--- src/logic/vgacr_regs.vh ---
// register offsets, field positions and reset values of the scan and address block
// assumes the includer works in the character clock domain
`ifndef VGACR_REGS_VH
`define VGACR_REGS_VH

`define VGACR_IDX_VAEND       8'h12
`define VGACR_IDX_PITCH       8'h13
`define VGACR_IDX_ULMODE      8'h14

`define VGACR_OVF_VAEND_B8    1
`define VGACR_OVF_VAEND_B9    6
`define VGACR_UL_RSVD         7
`define VGACR_UL_DWORD        6
`define VGACR_UL_CNT4         5
`define VGACR_MODE_BYTE       6
`define VGACR_MODE_DIV2       3
`define VGACR_CLK_DWORD       4

`define VGACR_RST_BYTE        8'h00
`define VGACR_UL_WMASK        8'h7F

`define VGACR_ADDR_WORD       3'h1
`define VGACR_ADDR_BYTE       3'h2
`define VGACR_ADDR_DWORD      3'h4

// advance interval minus one, as fed to the pacing divider
`define VGACR_DIV_1           2'h0
`define VGACR_DIV_2           2'h1
`define VGACR_DIV_4           2'h3

`endif

--- src/logic/vgacr_step_gen.v ---
// address counter advance pacing: one pulse every 1, 2 or 4 character clocks
// assumes a synchronous active-low reset copy from the top module
`timescale 1ns/1ns
module vgacr_step_gen #(
    parameter DIV_W = 2
) (
    // clock and reset
    input  wire             clk,
    input  wire             rstSync_n,
    // pacing select
    input  wire             run,
    input  wire [DIV_W-1:0] divSel,
    // advance pulse
    output reg              stepPulse_ff
);
    reg  [DIV_W-1:0] phase_ff;
    reg  [DIV_W-1:0] nxt_phase;
    reg              nxt_step;

    always @* begin
        nxt_phase = {DIV_W{1'b0}};
        nxt_step  = 1'b0;
        if (run) begin
            if (phase_ff >= divSel) begin
                nxt_step = 1'b1;
            end else begin
                nxt_phase = phase_ff + {{(DIV_W-1){1'b0}}, 1'b1};
            end
        end
    end

    always @(posedge clk or negedge rstSync_n) begin
        if (!rstSync_n) begin
            phase_ff     <= {DIV_W{1'b0}};
            stepPulse_ff <= 1'b0;
        end else begin
            phase_ff     <= nxt_phase;
            stepPulse_ff <= nxt_step;
        end
    end
endmodule

--- src/logic/vgacr_scan_addr.v ---
// indexed crt controller registers for active-end line, row pitch and address modes
// assumes index/data strobes are synchronous to the character clock clk
`timescale 1ns/1ns
`include "vgacr_regs.vh"

// Functional notes
// - the active-end line number is 10 bits, low 8 from vertical_active_end_low.
// - its top two bits come from overflow bits 6 (bit 9) and 1 (bit 8).
// - row_pitch holds the whole 8-bit row offset used as each row's memory pitch.
// - the row offset counts words or doublewords per the clocking mode register.
// - bit 7 of underline_and_addr_mode is reserved and reads as zero.
// - doubleword addressing bit set forces doubleword addressing.
// - with it clear, crt mode bit 6 picks word (0) or byte (1) addressing.
// - count-by-four clear advances the counter every 1 or 2 character clocks.
// - count-by-four set advances it every 4 or 2 clocks per crt mode bit 3.
module vgacr_scan_addr (
    // clock and reset
    input  wire       clk,
    input  wire       rst_n,
    // crt controller data port
    input  wire [7:0] crIndex,
    input  wire       crWrite,
    input  wire       crRead,
    input  wire [7:0] crWrData,
    output reg  [7:0] crRdData_ff,
    output reg        crRdHit_ff,
    // neighbouring registers held elsewhere
    input  wire [7:0] timing_overflow_reg,
    input  wire [7:0] crt_mode_control_reg,
    input  wire [7:0] clocking_mode_reg,
    // scan timing
    input  wire       scanRun,
    output reg  [9:0] activeEndLine_ff,
    output reg  [9:0] rowPitchUnits_ff,
    // frame buffer address control
    output reg  [2:0] addrMode_ff,
    output reg  [1:0] advanceDiv_ff,
    output reg        addrAdvance_ff
);
    reg        rstMeta_ff;
    reg        rstSync_ff;
    reg  [7:0] vaEndLow_ff;
    reg  [7:0] rowPitch_ff;
    reg  [7:0] ulMode_ff;
    reg  [7:0] nxt_rdData;
    reg        nxt_rdHit;
    reg  [2:0] nxt_addrMode;
    reg  [1:0] nxt_div;
    reg  [9:0] nxt_pitch;
    wire       dwordBit;
    wire       cnt4Bit;
    wire       stepPulse;

    // reset released through two flops so deassertion is clean
    always @(posedge clk or negedge rst_n) begin
        if (!rst_n) begin
            rstMeta_ff <= 1'b0;
            rstSync_ff <= 1'b0;
        end else begin
            rstMeta_ff <= 1'b1;
            rstSync_ff <= rstMeta_ff;
        end
    end

    assign dwordBit = ulMode_ff[`VGACR_UL_DWORD];
    assign cnt4Bit  = ulMode_ff[`VGACR_UL_CNT4];

    // register writes
    always @(posedge clk or negedge rstSync_ff) begin
        if (!rstSync_ff) begin
            vaEndLow_ff <= `VGACR_RST_BYTE;
            rowPitch_ff <= `VGACR_RST_BYTE;
            ulMode_ff   <= `VGACR_RST_BYTE;
        end else if (crWrite) begin
            case (crIndex)
                `VGACR_IDX_VAEND: begin
                    vaEndLow_ff <= crWrData;
                end
                `VGACR_IDX_PITCH: begin
                    rowPitch_ff <= crWrData;
                end
                `VGACR_IDX_ULMODE: begin
                    ulMode_ff <= crWrData & `VGACR_UL_WMASK;
                end
                default: begin
                    ulMode_ff <= ulMode_ff;
                end
            endcase
        end
    end

    // read mux; other indices belong to other blocks, so no hit
    always @* begin
        nxt_rdData = 8'h00;
        nxt_rdHit  = 1'b0;
        if (crRead) begin
            case (crIndex)
                `VGACR_IDX_VAEND: begin
                    nxt_rdData = vaEndLow_ff;
                    nxt_rdHit  = 1'b1;
                end
                `VGACR_IDX_PITCH: begin
                    nxt_rdData = rowPitch_ff;
                    nxt_rdHit  = 1'b1;
                end
                `VGACR_IDX_ULMODE: begin
                    nxt_rdData = {1'b0, ulMode_ff[6:0]};
                    nxt_rdHit  = 1'b1;
                end
                default: begin
                    nxt_rdData = 8'h00;
                    nxt_rdHit  = 1'b0;
                end
            endcase
        end
    end

    // addressing mode and pacing decode
    always @* begin
        if (dwordBit) begin
            nxt_addrMode = `VGACR_ADDR_DWORD;
        end else if (crt_mode_control_reg[`VGACR_MODE_BYTE]) begin
            nxt_addrMode = `VGACR_ADDR_BYTE;
        end else begin
            nxt_addrMode = `VGACR_ADDR_WORD;
        end
        // divider value is interval minus one
        if (cnt4Bit) begin
            nxt_div = crt_mode_control_reg[`VGACR_MODE_DIV2] ? `VGACR_DIV_2 : `VGACR_DIV_4;
        end else begin
            nxt_div = crt_mode_control_reg[`VGACR_MODE_DIV2] ? `VGACR_DIV_2 : `VGACR_DIV_1;
        end
        // pitch in bytes: words are two, doublewords four
        if (clocking_mode_reg[`VGACR_CLK_DWORD]) begin
            nxt_pitch = {rowPitch_ff, 2'h0};
        end else begin
            nxt_pitch = {1'b0, rowPitch_ff, 1'b0};
        end
    end

    always @(posedge clk or negedge rstSync_ff) begin
        if (!rstSync_ff) begin
            crRdData_ff      <= 8'h00;
            crRdHit_ff       <= 1'b0;
            activeEndLine_ff <= 10'h000;
            rowPitchUnits_ff <= 10'h000;
            addrMode_ff      <= `VGACR_ADDR_WORD;
            advanceDiv_ff    <= `VGACR_DIV_1;
            addrAdvance_ff   <= 1'b0;
        end else begin
            crRdData_ff      <= nxt_rdData;
            crRdHit_ff       <= nxt_rdHit;
            activeEndLine_ff <= {timing_overflow_reg[`VGACR_OVF_VAEND_B9],
                                 timing_overflow_reg[`VGACR_OVF_VAEND_B8],
                                 vaEndLow_ff};
            rowPitchUnits_ff <= nxt_pitch;
            addrMode_ff      <= nxt_addrMode;
            advanceDiv_ff    <= nxt_div;
            addrAdvance_ff   <= stepPulse;
        end
    end

    vgacr_step_gen #(
        .DIV_W (2)
    ) i_vgacr_step_gen (
        .clk          (clk),
        .rstSync_n    (rstSync_ff),
        .run          (scanRun),
        .divSel       (advanceDiv_ff),
        .stepPulse_ff (stepPulse)
    );
endmodule

--- config.mk ---
export PLATFORM = sky130hd
export DESIGN_NAME = vgacr_scan_addr
export DESIGN_NICKNAME = d
export VERILOG_FILES = /design/src/logic/vgacr_step_gen.v /design/src/logic/vgacr_scan_addr.v
export VERILOG_INCLUDE_DIRS = /design/src /design/src/logic
export SDC_FILE = /design/constraint.sdc
export NUM_CORES = 1
export LEC_CHECK = 0
export ABC_AREA = 0
export BUFFER_PORTS_ARGS = -buffer_cell sky130_fd_sc_hd__buf_2
export CAP_MARGIN = 20
export CORE_MARGIN = 5
export CORE_UTILIZATION = 53
export DETAILED_ROUTE_END_ITERATION = 10
export HOLD_SLACK_MARGIN = 0.06
export MAX_ROUTING_LAYER = met4
export PLACE_DENSITY = 0.84
export SETUP_SLACK_MARGIN = 0.1
export SYNTH_ARGS = -nofsm -noshare
export SYNTH_HDL_FRONTEND = slang
export SYNTH_SLANG_ARGS = --single-unit
export TNS_END_PERCENT = 30
--- constraint.sdc ---
create_clock -name clk -period 5.4 [get_ports clk]
set_input_delay 0.81 -clock clk [delete_from_list [all_inputs] [get_ports clk]]
set_output_delay 0.81 -clock clk [all_outputs]
set_load 0.1 [all_outputs]
==> reports/metrics.json, run 1 <==
{
  "synth_enable_flop_cells": 0,
  "clock_tree.root_cell": "sky130_fd_sc_hd__clkbuf_8",
  "floorplan.initialDensity_pct": 54.2,
  "most-common-layout-cells": "sky130_fd_sc_hd__dfrtp_1 (60), sky130_fd_sc_hd__buf_2 (59), sky130_fd_sc_hd__mux2_2 (37)",
  "worst_ep_arrival_time_ns": 2.59,
  "period_share_pct": 43.9,
  "async_reset_ff_share_pct": 100,
  "fillers": 338,
  "wl_per_cell_um": 16.7,
  "max_clock_freq_mhz": 422,
  "antenna_left": 0,
  "globalRouteTotalUtil_pct": 17.3,
  "die_area_mm2": 0.00581,
  "per_cell_via_count_in_the_routed_design": 5.10,
  "relSlewSlack_pct": 39.8,
  "post_cts_resize_count": 0,
  "worstPathCellList": "buf_2 > nor2b_1 > and4b_2 > mux2_2",
  "synth-seq-cells": 62,
  "grt_max_degree": 61,
  "numCtsBuffers": 9,
  "max_stage_delay_ns": 0.72,
  "setup_slack_ns": 3.03,
  "setup-tns-final_ns": 0,
  "critical-path-slowest-cell": "sky130_fd_sc_hd__nor2b_1",
  "postSynthAreaPerCell_um2": 15.6,
  "cts_max_path_buffers": 2,
  "layout_commonest_cell": "sky130_fd_sc_hd__dfrtp_1",
  "path_clk_slew_ns": 0.07,
  "final_nets": 262,
  "multiInputGateArea_um2": 728,
  "fin_skew_ns": 0.00735,
  "first_global_vias": 1456,
  "startpoint_type": "input pin",
  "drive_gt1_share_pct": 55.0,
  "detailroute.via_count": 1387,
  "chipWidth_um": 76.2,
  "total_leakage_power_nw": 1.54,
  "power.density_mw_per_mm2": 364,
  "gp_routability_congestion": 0.785,
  "postSynth.topFlopCell": "sky130_fd_sc_hd__dfrtp_1",
  "post-route-min-period_ns": 2.37,
  "synth_sequential_area_ratio_pct": 66.8,
  "wirelength_um": 4540,
  "timing.max_cap.violations": 0,
  "grt_remaining_overflow": 0,
  "floorplan.die.height_um": 76.2,
  "place_ws_ns": 2.71,
  "critical_path_required_ns": 5.62,
  "synth-warning-count": 0,
  "cts.repair_timing.setup_buffer_count": 0,
  "placement_rows": 24,
  "vdd_ir_drop_max_mv": 0.239,
  "syn_to_final_growth_pct": 23.2,
  "hold_viol": 0,
  "route.detailed.drc": 0,
  "ys_types": 27,
  "drtIter0Drc": 73,
  "grt_antenna_before_repair": 0,
  "floorplan.io_pins": 80,
  "unrepaired_setup_endpoints_after_global_routing": "no",
  "worstMarginPinSlew_ns": 0.902,
  "cts_num_sinks": 62,
  "critical_path_end_type": "register",
  "final_cell_count_no_fill": 272,
  "setup_viol_count_final": 0,
  "dr.pass1.iters": 4,
  "critical_path_peak_fanout": 11,
  "post-place-cells": 256,
  "grt_first_pass_wirelength_um": 7460,
  "port_buffers": 59,
  "cts_tree": "built",
  "critPathKind": "input pin to register",
  "cts-htree-levels": 3,
  "core_area_mm2": 0.00429,
  "timing.hold.worst.class": "input pin to asynchronous set/reset pin",
  "syn-instance-count": 149,
  "diodes_inserted": 0,
  "run_status": "complete, no violations",
  "synth_fp_nets": 196,
  "drv_slew": 0,
  "post_cts_hold_buffer_count": 0,
  "clk_latency_ns": 0.34,
  "detailedPlacementHpwl_um": 3060,
  "total_standard_cell_area_after_synthesis_mm2": 0.00233,
  "area.sequential_mm2": 0.00155
}
[state kept, by name, indices dropped and copies added (netlist names)]
name / flops
activeEndLine_ff: 10
rowPitchUnits_ff: 9
crRdData_ff: 8
rowPitch_ff: 8
vaEndLow_ff: 8
ulMode_ff: 7
addrMode_ff: 3
advanceDiv_ff: 2
i_vgacr_step_gen.phase_ff: 2
addrAdvance_ff: 1
crRdHit_ff: 1
i_vgacr_step_gen.stepPulse_ff: 1
rstMeta_ff: 1
rstSync_ff: 1
[where the power goes]
part / internal (mW) / switching (mW)
Combinational: 0.0306 / 0.102
Sequential: 0.484 / 0.00976
Clock: 0.237 / 0.179
Total: 0.752 / 0.291
[critical path, delay by kind of cell]
kind,cells,cell delay [ns]
multiplexers,1,0.38
AND/OR/NAND/NOR,2,1.29
buffers and inverters,1,0.11
[final cells by class]
type	count	area share, %
multi-input cells	80	25.4
clock inverters	5	2.01
well taps	52	2.27
clock buffers	11	5.28
flip-flops and latches	62	54.2
repair buffers	60	10.6
inverters	2	0.262
[logic make-up after synthesis]
logic type	synth area share, %
fa+ha+maj	1.08
xor+xnor	0.377
mux	18.3
flops	66.8
buf+inv	1.94
other cells	0.323
compound gates	2.47
simple gates	8.72
[per-stage QoR]
step           util (%)  instance area (um^2)  power (mW)  hold slack (ns)
6_report           66.8                  2870        1.04            0.243
3_5_place_dp       61.9                  2660       0.636            0.348
2_1_floorplan         -                  2330       0.605            0.331
3_3_place_gp       61.9                  2660       0.633            0.333
5_1_grt            66.8                  2870        1.09            0.209
4_1_cts            66.8                  2870        1.06            0.223
[routing by layer]
layer | GRT usage (%) | vias up | part of all wire, %
li1 | - | 643 | -
met1 | 21.3 | 686 | 44
met2 | 25.8 | 51 | 48
met3 | 7.45 | 7 | 7.1
met4 | 5.77 | 0 | 1.0
met5 | - | - | 0
[final timing paths]
check	startpoint	endpoint	slack, ns	cells past startpoint
max in group asynchronous	rstSync_ff$_DFF_PN0_	advanceDiv_ff[1]$_DFF_PN0_	4.54	1
worst min-delay path	rst_n	rstSync_ff$_DFF_PN0_	0.24	1
worst max-delay path	crIndex[1]	vaEndLow_ff[0]$_DFFE_PN0P_	3.03	4
worst min register to register	i_vgacr_step_gen.stepPulse_ff$_DFF_PN0_	addrAdvance_ff$_DFF_PN0_	0.36	0
min in group clk	i_vgacr_step_gen.stepPulse_ff$_DFF_PN0_	addrAdvance_ff$_DFF_PN0_	0.36	0
worst max register to register	i_vgacr_step_gen.phase_ff[0]$_DFF_PN0_	i_vgacr_step_gen.phase_ff[1]$_DFF_PN0_	4.10	5
[cell usage after synthesis (all sizes together), types with 2 or more instances]
library cell	count	share of area, %
dfrtp	61	66
mux2	37	18
nor2	10	1.6
a22oi	7	2.3
nor2b	6	1.6
buf	4	1.5
and3	2	0.54
conb	2	0.32
ha	2	1.1
inv	2	0.32
nor3b	2	1.1
nor4b	2	1.4
(Power assumes the default switching activity.)
==> run 2, diff against run 1 <==
Settings changed: ABC_AREA 0 to 1, CORE_UTILIZATION 53 to 50, PLACE_DENSITY 0.84 to 0.78.
Clock period 5.4 ns to 2.2 ns, I/O delays scaled along.
==> run 2 against run 1 <==
Net effect: total power grew to 2.8 times the previous value; sequential share of layout area down 4.9 points; global-route usage increased by 1.1 points; critical endpoint is now addrMode_ff[0]; via count is 30% higher; cell count rose by 43%; largest power group unchanged; clock skew about the same; largest cell class unchanged; worst setup slack worse by 2.4 ns; area after synthesis up 9.3%; clock power grew to 2.9 times the previous value; hold slack worse by 0.15 ns; clock-buffer cell count down 1; combinational power rose to 3.6 times the previous value.
==> reports/metrics.json, run 2 <==
{
  "run_status": "complete, no violations",
  "cts.repair_timing.setup_buffer_count": 0,
  "vdd_ir_drop_max_mv": 0.685,
  "gp_routability_congestion": 0.812,
  "dr.pass1.iters": 4,
  "critical_path_peak_fanout": 1,
  "grt_max_degree": 34,
  "detailedPlacementHpwl_um": 3590,
  "wl_per_cell_um": 12.8,
  "hold_viol": 0,
  "post-route-min-period_ns": 1.59,
  "placement_rows": 26,
  "setup-tns-final_ns": 0,
  "top_metal_used": "met4",
  "drv_slew": 0,
  "route.detailed.drc": 0,
  "layout_commonest_cell": "sky130_fd_sc_hd__dfrtp_1",
  "cp_top_family": "flip-flops",
  "regToRegStartpoint": "i_vgacr_step_gen.phase_ff[0]$_DFF_PN0_",
  "period_share_pct": 72.5,
  "final_nets": 362,
  "synth_sequential_area_ratio_pct": 61.1,
  "power.density_mw_per_mm2": 940,
  "drt-met1-wl_um": 2060,
  "drtIter0Drc": 86,
  "diodes_inserted": 0,
  "core_area_mm2": 0.00501,
  "largest_register_ffs": 10,
  "clk_latency_ns": 0.34,
  "largest_area_contributor_in_the_synthesized_netlist": "sky130_fd_sc_hd__dfrtp_1",
  "numCtsBuffers": 9,
  "floorplan.initialDensity_pct": 50.7,
  "setup_viol_count_final": 0,
  "critical_path_buf_inv_count": 1,
  "clock_tree.root_cell": "sky130_fd_sc_hd__clkbuf_8",
  "timing.max_cap.violations": 0,
  "relSlewSlack_pct": 59.7,
  "unrepaired_setup_endpoints_after_global_routing": "no",
  "grt_first_pass_wirelength_um": 8550,
  "cts_tree": "built",
  "post_cts_resize_count": 0,
  "per_cell_via_count_in_the_routed_design": 4.63,
  "timing.critical_path.depth": 1,
  "syn_to_final_growth_pct": 24.0,
  "endpoint_of_the_worst_setup_timing_path": "addrMode_ff[0]",
  "cp-startpoint": "addrMode_ff[0]$_DFF_PN1_",
  "startpoint_type": "register",
  "antenna_left": 0,
  "synth_fp_nets": 296,
  "critical_path_required_ns": 1.87,
  "path_clk_slew_ns": 0.07,
  "first_global_vias": 1801,
  "synth-warning-count": 0,
  "floorplan.die.height_um": 81.3,
  "ff_to_ff_path_depth": 7,
  "wl_met2_um": 2390,
  "largest_cells_by_area_after_synthesis": "sky130_fd_sc_hd__dfrtp_1 (60%), sky130_fd_sc_hd__nand2_1 (7.1%), sky130_fd_sc_hd__nand3_1 (4.7%), sky130_fd_sc_hd__inv_1 (4.6%), sky130_fd_sc_hd__nor2_1 (3.5%)",
  "worstPathCellList": "buf_2",
  "synthTopCellsByCount": "sky130_fd_sc_hd__dfrtp_1 (61), sky130_fd_sc_hd__nand2_1 (48), sky130_fd_sc_hd__inv_1 (31)",
  "cts_max_path_buffers": 2,
  "critical-path-slowest-cell": "sky130_fd_sc_hd__dfstp_2",
  "total_leakage_power_nw": 1.82,
  "floorplan.io_pins": 80,
  "wirelength_um": 4990,
  "postSynth.topFlopCell": "sky130_fd_sc_hd__dfrtp_1",
  "rrSetupSlack_ns": 0.98,
  "fin_skew_ns": 0.00738,
  "yosys.area.top_type_share_pct": 60.1,
  "timing.hold.worst.class": "input pin to register",
  "detailroute.via_count": 1805,
  "max_clock_freq_mhz": 627,
  "post_cts_hold_buffer_count": 1,
  "synth-seq-cells": 62,
  "globalRouteTotalUtil_pct": 18.4,
  "route.met3.wl_um": 393,
  "critical_path.reg2reg.endpoint": "i_vgacr_step_gen.phase_ff[1]$_DFF_PN0_",
  "die_area_mm2": 0.00661,
  "max_stage_delay_ns": 0.51,
  "worstMarginPinSlew_ns": 0.605,
  "postSynthAreaPerCell_um2": 10.2,
  "grt_antenna_before_repair": 0,
  "critical_path_end_type": "output port",
  "total_standard_cell_area_after_synthesis_mm2": 0.00254,
  "grt_remaining_overflow": 0,
  "biggest_register": "activeEndLine_ff",
  "synth_enable_flop_cells": 0,
  "async_reset_ff_share_pct": 100,
  "fillers": 441,
  "drive_gt1_share_pct": 32.2,
  "critPathKind": "register to output port",
  "cts-htree-levels": 3,
  "holdWs_ns": 0.0888,
  "launch_instance_of_the_worst_min_delay_path": "timing_overflow_reg[6]",
  "ys_types": 27,
  "largestRegisters": "activeEndLine_ff x10, rowPitchUnits_ff x9",
  "chipWidth_um": 81.3,
  "port_buffers": 59,
  "synth.most_common_cell": "sky130_fd_sc_hd__dfrtp_1",
  "most-common-layout-cells": "sky130_fd_sc_hd__dfrtp_1 (60), sky130_fd_sc_hd__buf_2 (59), sky130_fd_sc_hd__nand2_1 (48)",
  "syn-instance-count": 249,
  "cts_num_sinks": 62,
  "worst_ep_arrival_time_ns": 1.26
}
## run 2: changes by cell type in the layout (fill, tap and decap cells not counted), moves of 7 or more
cell	delta
sky130_fd_sc_hd__nand3_1	+24
sky130_fd_sc_hd__inv_1	+29
sky130_fd_sc_hd__o21ai_0	+17
sky130_fd_sc_hd__a22oi_1	-7
sky130_fd_sc_hd__nor2_1	+14
sky130_fd_sc_hd__nand2_1	+47
sky130_fd_sc_hd__mux2_2	-37
## run 2: power breakdown
| part | total, mW | switching (mW) | internal, mW |
|---|---|---|---|
| clock | 1.21 | 0.429 | 0.781 |
| combinational | 0.481 | 0.375 | 0.106 |
| sequential | 1.27 | 0.0511 | 1.22 |
## run 2: worst register-to-register path, stage by stage (launching register included)
cell and delay [ns]:
sky130_fd_sc_hd__dfrtp_1 0.39, sky130_fd_sc_hd__inv_1 0.06, sky130_fd_sc_hd__ha_1 0.27, sky130_fd_sc_hd__inv_1 0.05, sky130_fd_sc_hd__nand2_1 0.04, sky130_fd_sc_hd__a21oi_1 0.15
sky130_fd_sc_hd__nand2_1 0.10, sky130_fd_sc_hd__nor2_1 0.10
## run 2: cells by family after synthesis
logic type / after synthesis / share of synthesized area, %
xor+xnor: 1 / 0.345
fa+ha+maj: 2 / 0.985
flops: 62 / 61.1
buf+inv: 38 / 6.70
simple gates: 113 / 23.3
compound gates: 31 / 7.29
other cells: 2 / 0.296
## run 2: worst min-delay path by stage
stage / to / slack, ns / cells past startpoint
after floorplan: rstMeta_ff$_DFF_PN0_ / 0.03 / 0
after global placement: rstMeta_ff$_DFF_PN0_ / 0.12 / 1
after detailed placement: rstMeta_ff$_DFF_PN0_ / 0.12 / 1
after CTS: activeEndLine_ff[9]$_DFF_PN0_ / 0.08 / 1
after global routing: activeEndLine_ff[9]$_DFF_PN0_ / 0.06 / 1
final: activeEndLine_ff[9]$_DFF_PN0_ / 0.09 / 1
## run 2: layout make-up
class	instances	area, um^2	area share [%]
well taps	70	87.6	2.78
inverters	32	120	3.81
multi-input cells	149	818	26.0
clock buffers	10	138	4.37
repair buffers	61	325	10.3
clock inverters	6	109	3.45
flip-flops and latches	62	1550	49.3
## run 2: metal layers
metal / track usage [%] / up-vias
met4: 12.0 / 0
met1: 22.7 / 818
met5: - / -
met2: 26.1 / 63
met3: 5.65 / 11
li1: - / 913
## run 2: metrics by stage
stage                     utilization [%]  total power, mW  setup slack, ns  area [um^2]  instances
after floorplan                         -             1.67            0.348         2540        249
after global placement               57.8             1.76            0.664         2900        373
after detailed placement             57.8             1.78            0.644         2900        373
after CTS                            62.9             2.99            0.585         3150        390
after global routing                 62.9             3.10            0.567         3150        390
final                                62.9             2.96            0.606         3150        390
==> run 3, diff against run 2 <==
Settings changed: ABC_AREA 1 to 0, CORE_UTILIZATION 50 to 44, PLACE_DENSITY 0.78 to 0.74.
Clock period 2.2 ns to 1.43 ns, I/O delays scaled along.
==> run 3 against run 2 <==
Net effect: first-iteration DRC count decreased by 19%; critical path type unchanged; clock power grew 27%; highest routed layer unchanged; die area rose by 3.5%; hold slack better by 0.053 ns; utilization fell by 3.1 points.
==> reports/metrics.json, run 3 (same netlist as run 1, synthesis figures left out) <==
{
  "run_status": "complete, no violations",
  "route.detailed.drc": 0,
  "clk_latency_ns": 0.33,
  "max_clock_freq_mhz": 768,
  "numCtsBuffers": 9,
  "multiInputGateArea_um2": 732,
  "detailedPlacementHpwl_um": 3130,
  "post-route-min-period_ns": 1.30,
  "setup_viol_count_final": 0,
  "placement_rows": 26,
  "worstHoldPathCells": 2,
  "grt_antenna_before_repair": 0,
  "timing.max_cap.violations": 0,
  "path_clk_slew_ns": 0.06,
  "biggest_register": "activeEndLine_ff",
  "wirelength_um": 4550,
  "total_leakage_power_nw": 1.62,
  "gp_routability_congestion": 0.798,
  "cts_num_sinks": 62,
  "floorplan.die.height_um": 82.7,
  "critical_path_required_ns": 1.22,
  "max_stage_delay_ns": 0.42,
  "hold_viol": 0,
  "placement.cell_area_mm2": 0.00278,
  "wl_per_cell_um": 14.9,
  "finalCoreUtilization_pct": 59.8,
  "grt_remaining_overflow": 0,
  "chipWidth_um": 82.7,
  "largest_register_ffs": 10,
  "area.sequential_mm2": 0.00155,
  "core_area_mm2": 0.00511,
  "drive_gt1_share_pct": 54.9,
  "fillers": 421,
  "drtIter0Drc": 70,
  "critical_path_buf_inv_count": 1,
  "startpoint_type": "register",
  "grt_first_pass_wirelength_um": 7420,
  "cts_max_path_buffers": 2,
  "fin_skew_ns": 0.00835,
  "launch_instance_of_the_worst_min_delay_path": "crWrData[7]",
  "drv_slew": 0,
  "worst_ep_arrival_time_ns": 1.09,
  "rrSetupSlack_ns": 0.20,
  "most-common-layout-cells": "sky130_fd_sc_hd__dfrtp_1 (60), sky130_fd_sc_hd__buf_2 (53), sky130_fd_sc_hd__mux2_2 (37)",
  "critPathKind": "register to output port",
  "critical_path_end_type": "output port",
  "globalRouteTotalUtil_pct": 15.4,
  "final_nets": 277,
  "syn_to_final_growth_pct": 31.4,
  "port_buffers": 59,
  "cp_top_family": "buffers and inverters",
  "regToRegStartpoint": "i_vgacr_step_gen.phase_ff[0]$_DFF_PN0_",
  "first_global_vias": 1527,
  "ff_to_ff_path_depth": 5,
  "hold_path_end": "vaEndLow_ff[7]$_DFFE_PN0P_",
  "largestRegisters": "activeEndLine_ff x10, rowPitchUnits_ff x9",
  "cts-htree-levels": 3,
  "timing.hold.worst.class": "input pin to register",
  "cts.repair_timing.setup_buffer_count": 0,
  "power.density_mw_per_mm2": 1290,
  "final_design_area_no_fill_mm2": 0.00306,
  "die_area_mm2": 0.00684,
  "antenna_left": 0,
  "diodes_inserted": 0,
  "clock_tree.root_cell": "sky130_fd_sc_hd__clkbuf_8",
  "grt_max_degree": 43,
  "layout_commonest_cell": "sky130_fd_sc_hd__dfrtp_1",
  "critical-path-slowest-cell": "sky130_fd_sc_hd__buf_2",
  "dr.pass1.iters": 4,
  "unrepaired_setup_endpoints_after_global_routing": "yes",
  "per_cell_via_count_in_the_routed_design": 4.66,
  "cts_tree": "built",
  "floorplan.io_pins": 80,
  "critical_path.reg2reg.endpoint": "i_vgacr_step_gen.phase_ff[0]$_DFF_PN0_",
  "worstPathCellList": "buf_2",
  "critical_path_peak_fanout": 1,
  "detailroute.via_count": 1421,
  "floorplan.initialDensity_pct": 45.5,
  "period_share_pct": 91.0,
  "vdd_ir_drop_max_mv": 0.947
}
-- run 3: changes by cell type in the layout (fill, tap and decap cells not counted), sizes merged, moves of 6 or more --
cell and delta:
nor2 -20, o21ai -22, mux2 +37, a22oi +7
clkbuf +10, inv -30, nand2 -54, a21oi -8
nor2b +6, nand3 -25
-- run 3: area by class of cell --
| type | instances | share of cell area [%] |
|---|---|---|
| clock buffers | 15 | 5.77 |
| inverters | 2 | 0.246 |
| multi-input cells | 80 | 24.0 |
| flip-flops and latches | 62 | 50.9 |
| well taps | 70 | 2.87 |
| repair buffers | 75 | 15.3 |
| clock inverters | 1 | 0.983 |
-- run 3: metal layers --
metal | routed length, um | GRT usage (%)
met5 | 0 | -
met2 | 2200 | 24.0
met4 | 43 | 3.92
met1 | 1960 | 18.5
met3 | 349 | 6.51
-- run 3: worst max path at each step --
stage                                        startpoint                                endpoint  slack (ns)  cells after the start
after global routing           crRdData_ff[5]$_DFF_PN0_                          crRdData_ff[5]        0.08                      1
final                     activeEndLine_ff[5]$_DFF_PN0_                     activeEndLine_ff[5]        0.13                      1
after CTS                    advanceDiv_ff[0]$_DFF_PN0_                        advanceDiv_ff[0]        0.10                      1
after floorplan              advanceDiv_ff[0]$_DFF_PN0_  i_vgacr_step_gen.phase_ff[1]$_DFF_PN0_       -0.36                      4
after detailed placement                     crIndex[3]              vaEndLow_ff[2]$_DFFE_PN0P_       -0.13                      4
after global placement                       crIndex[3]              vaEndLow_ff[5]$_DFFE_PN0P_       -0.12                      4
-- run 3: what timing repair did --
| action | 4_1_cts | 5_1_grt |
|---|---|---|
| endpoints found under the setup margin | 0 | 20 |
| hold buffers | 5 | 0 |
| gates resized for setup | 0 | 6 |
| hold endpoints to repair | 6 | 0 |
-- run 3: through the flow --
stage | total power [mW] | hold slack (ns) | TNS, ns | setup slack [ns] | cells
2_1_floorplan | 2.29 | -0.0811 | -1.03 | -0.360 | 149
3_3_place_gp | 2.42 | 0.00201 | -1.28 | -0.116 | 284
3_5_place_dp | 2.42 | 0.00354 | -1.63 | -0.134 | 284
4_1_cts | 3.99 | 0.128 | 0 | 0.104 | 305
5_1_grt | 4.12 | 0.128 | 0 | 0.0793 | 305
6_report | 3.95 | 0.142 | 0 | 0.128 | 305
-- run 3: where the power goes --
part / total [mW] / internal (mW) / switching [mW]
combinational: 0.529 / 0.148 / 0.381
sequential: 1.88 / 1.83 / 0.0466
clock: 1.54 / 0.951 / 0.593
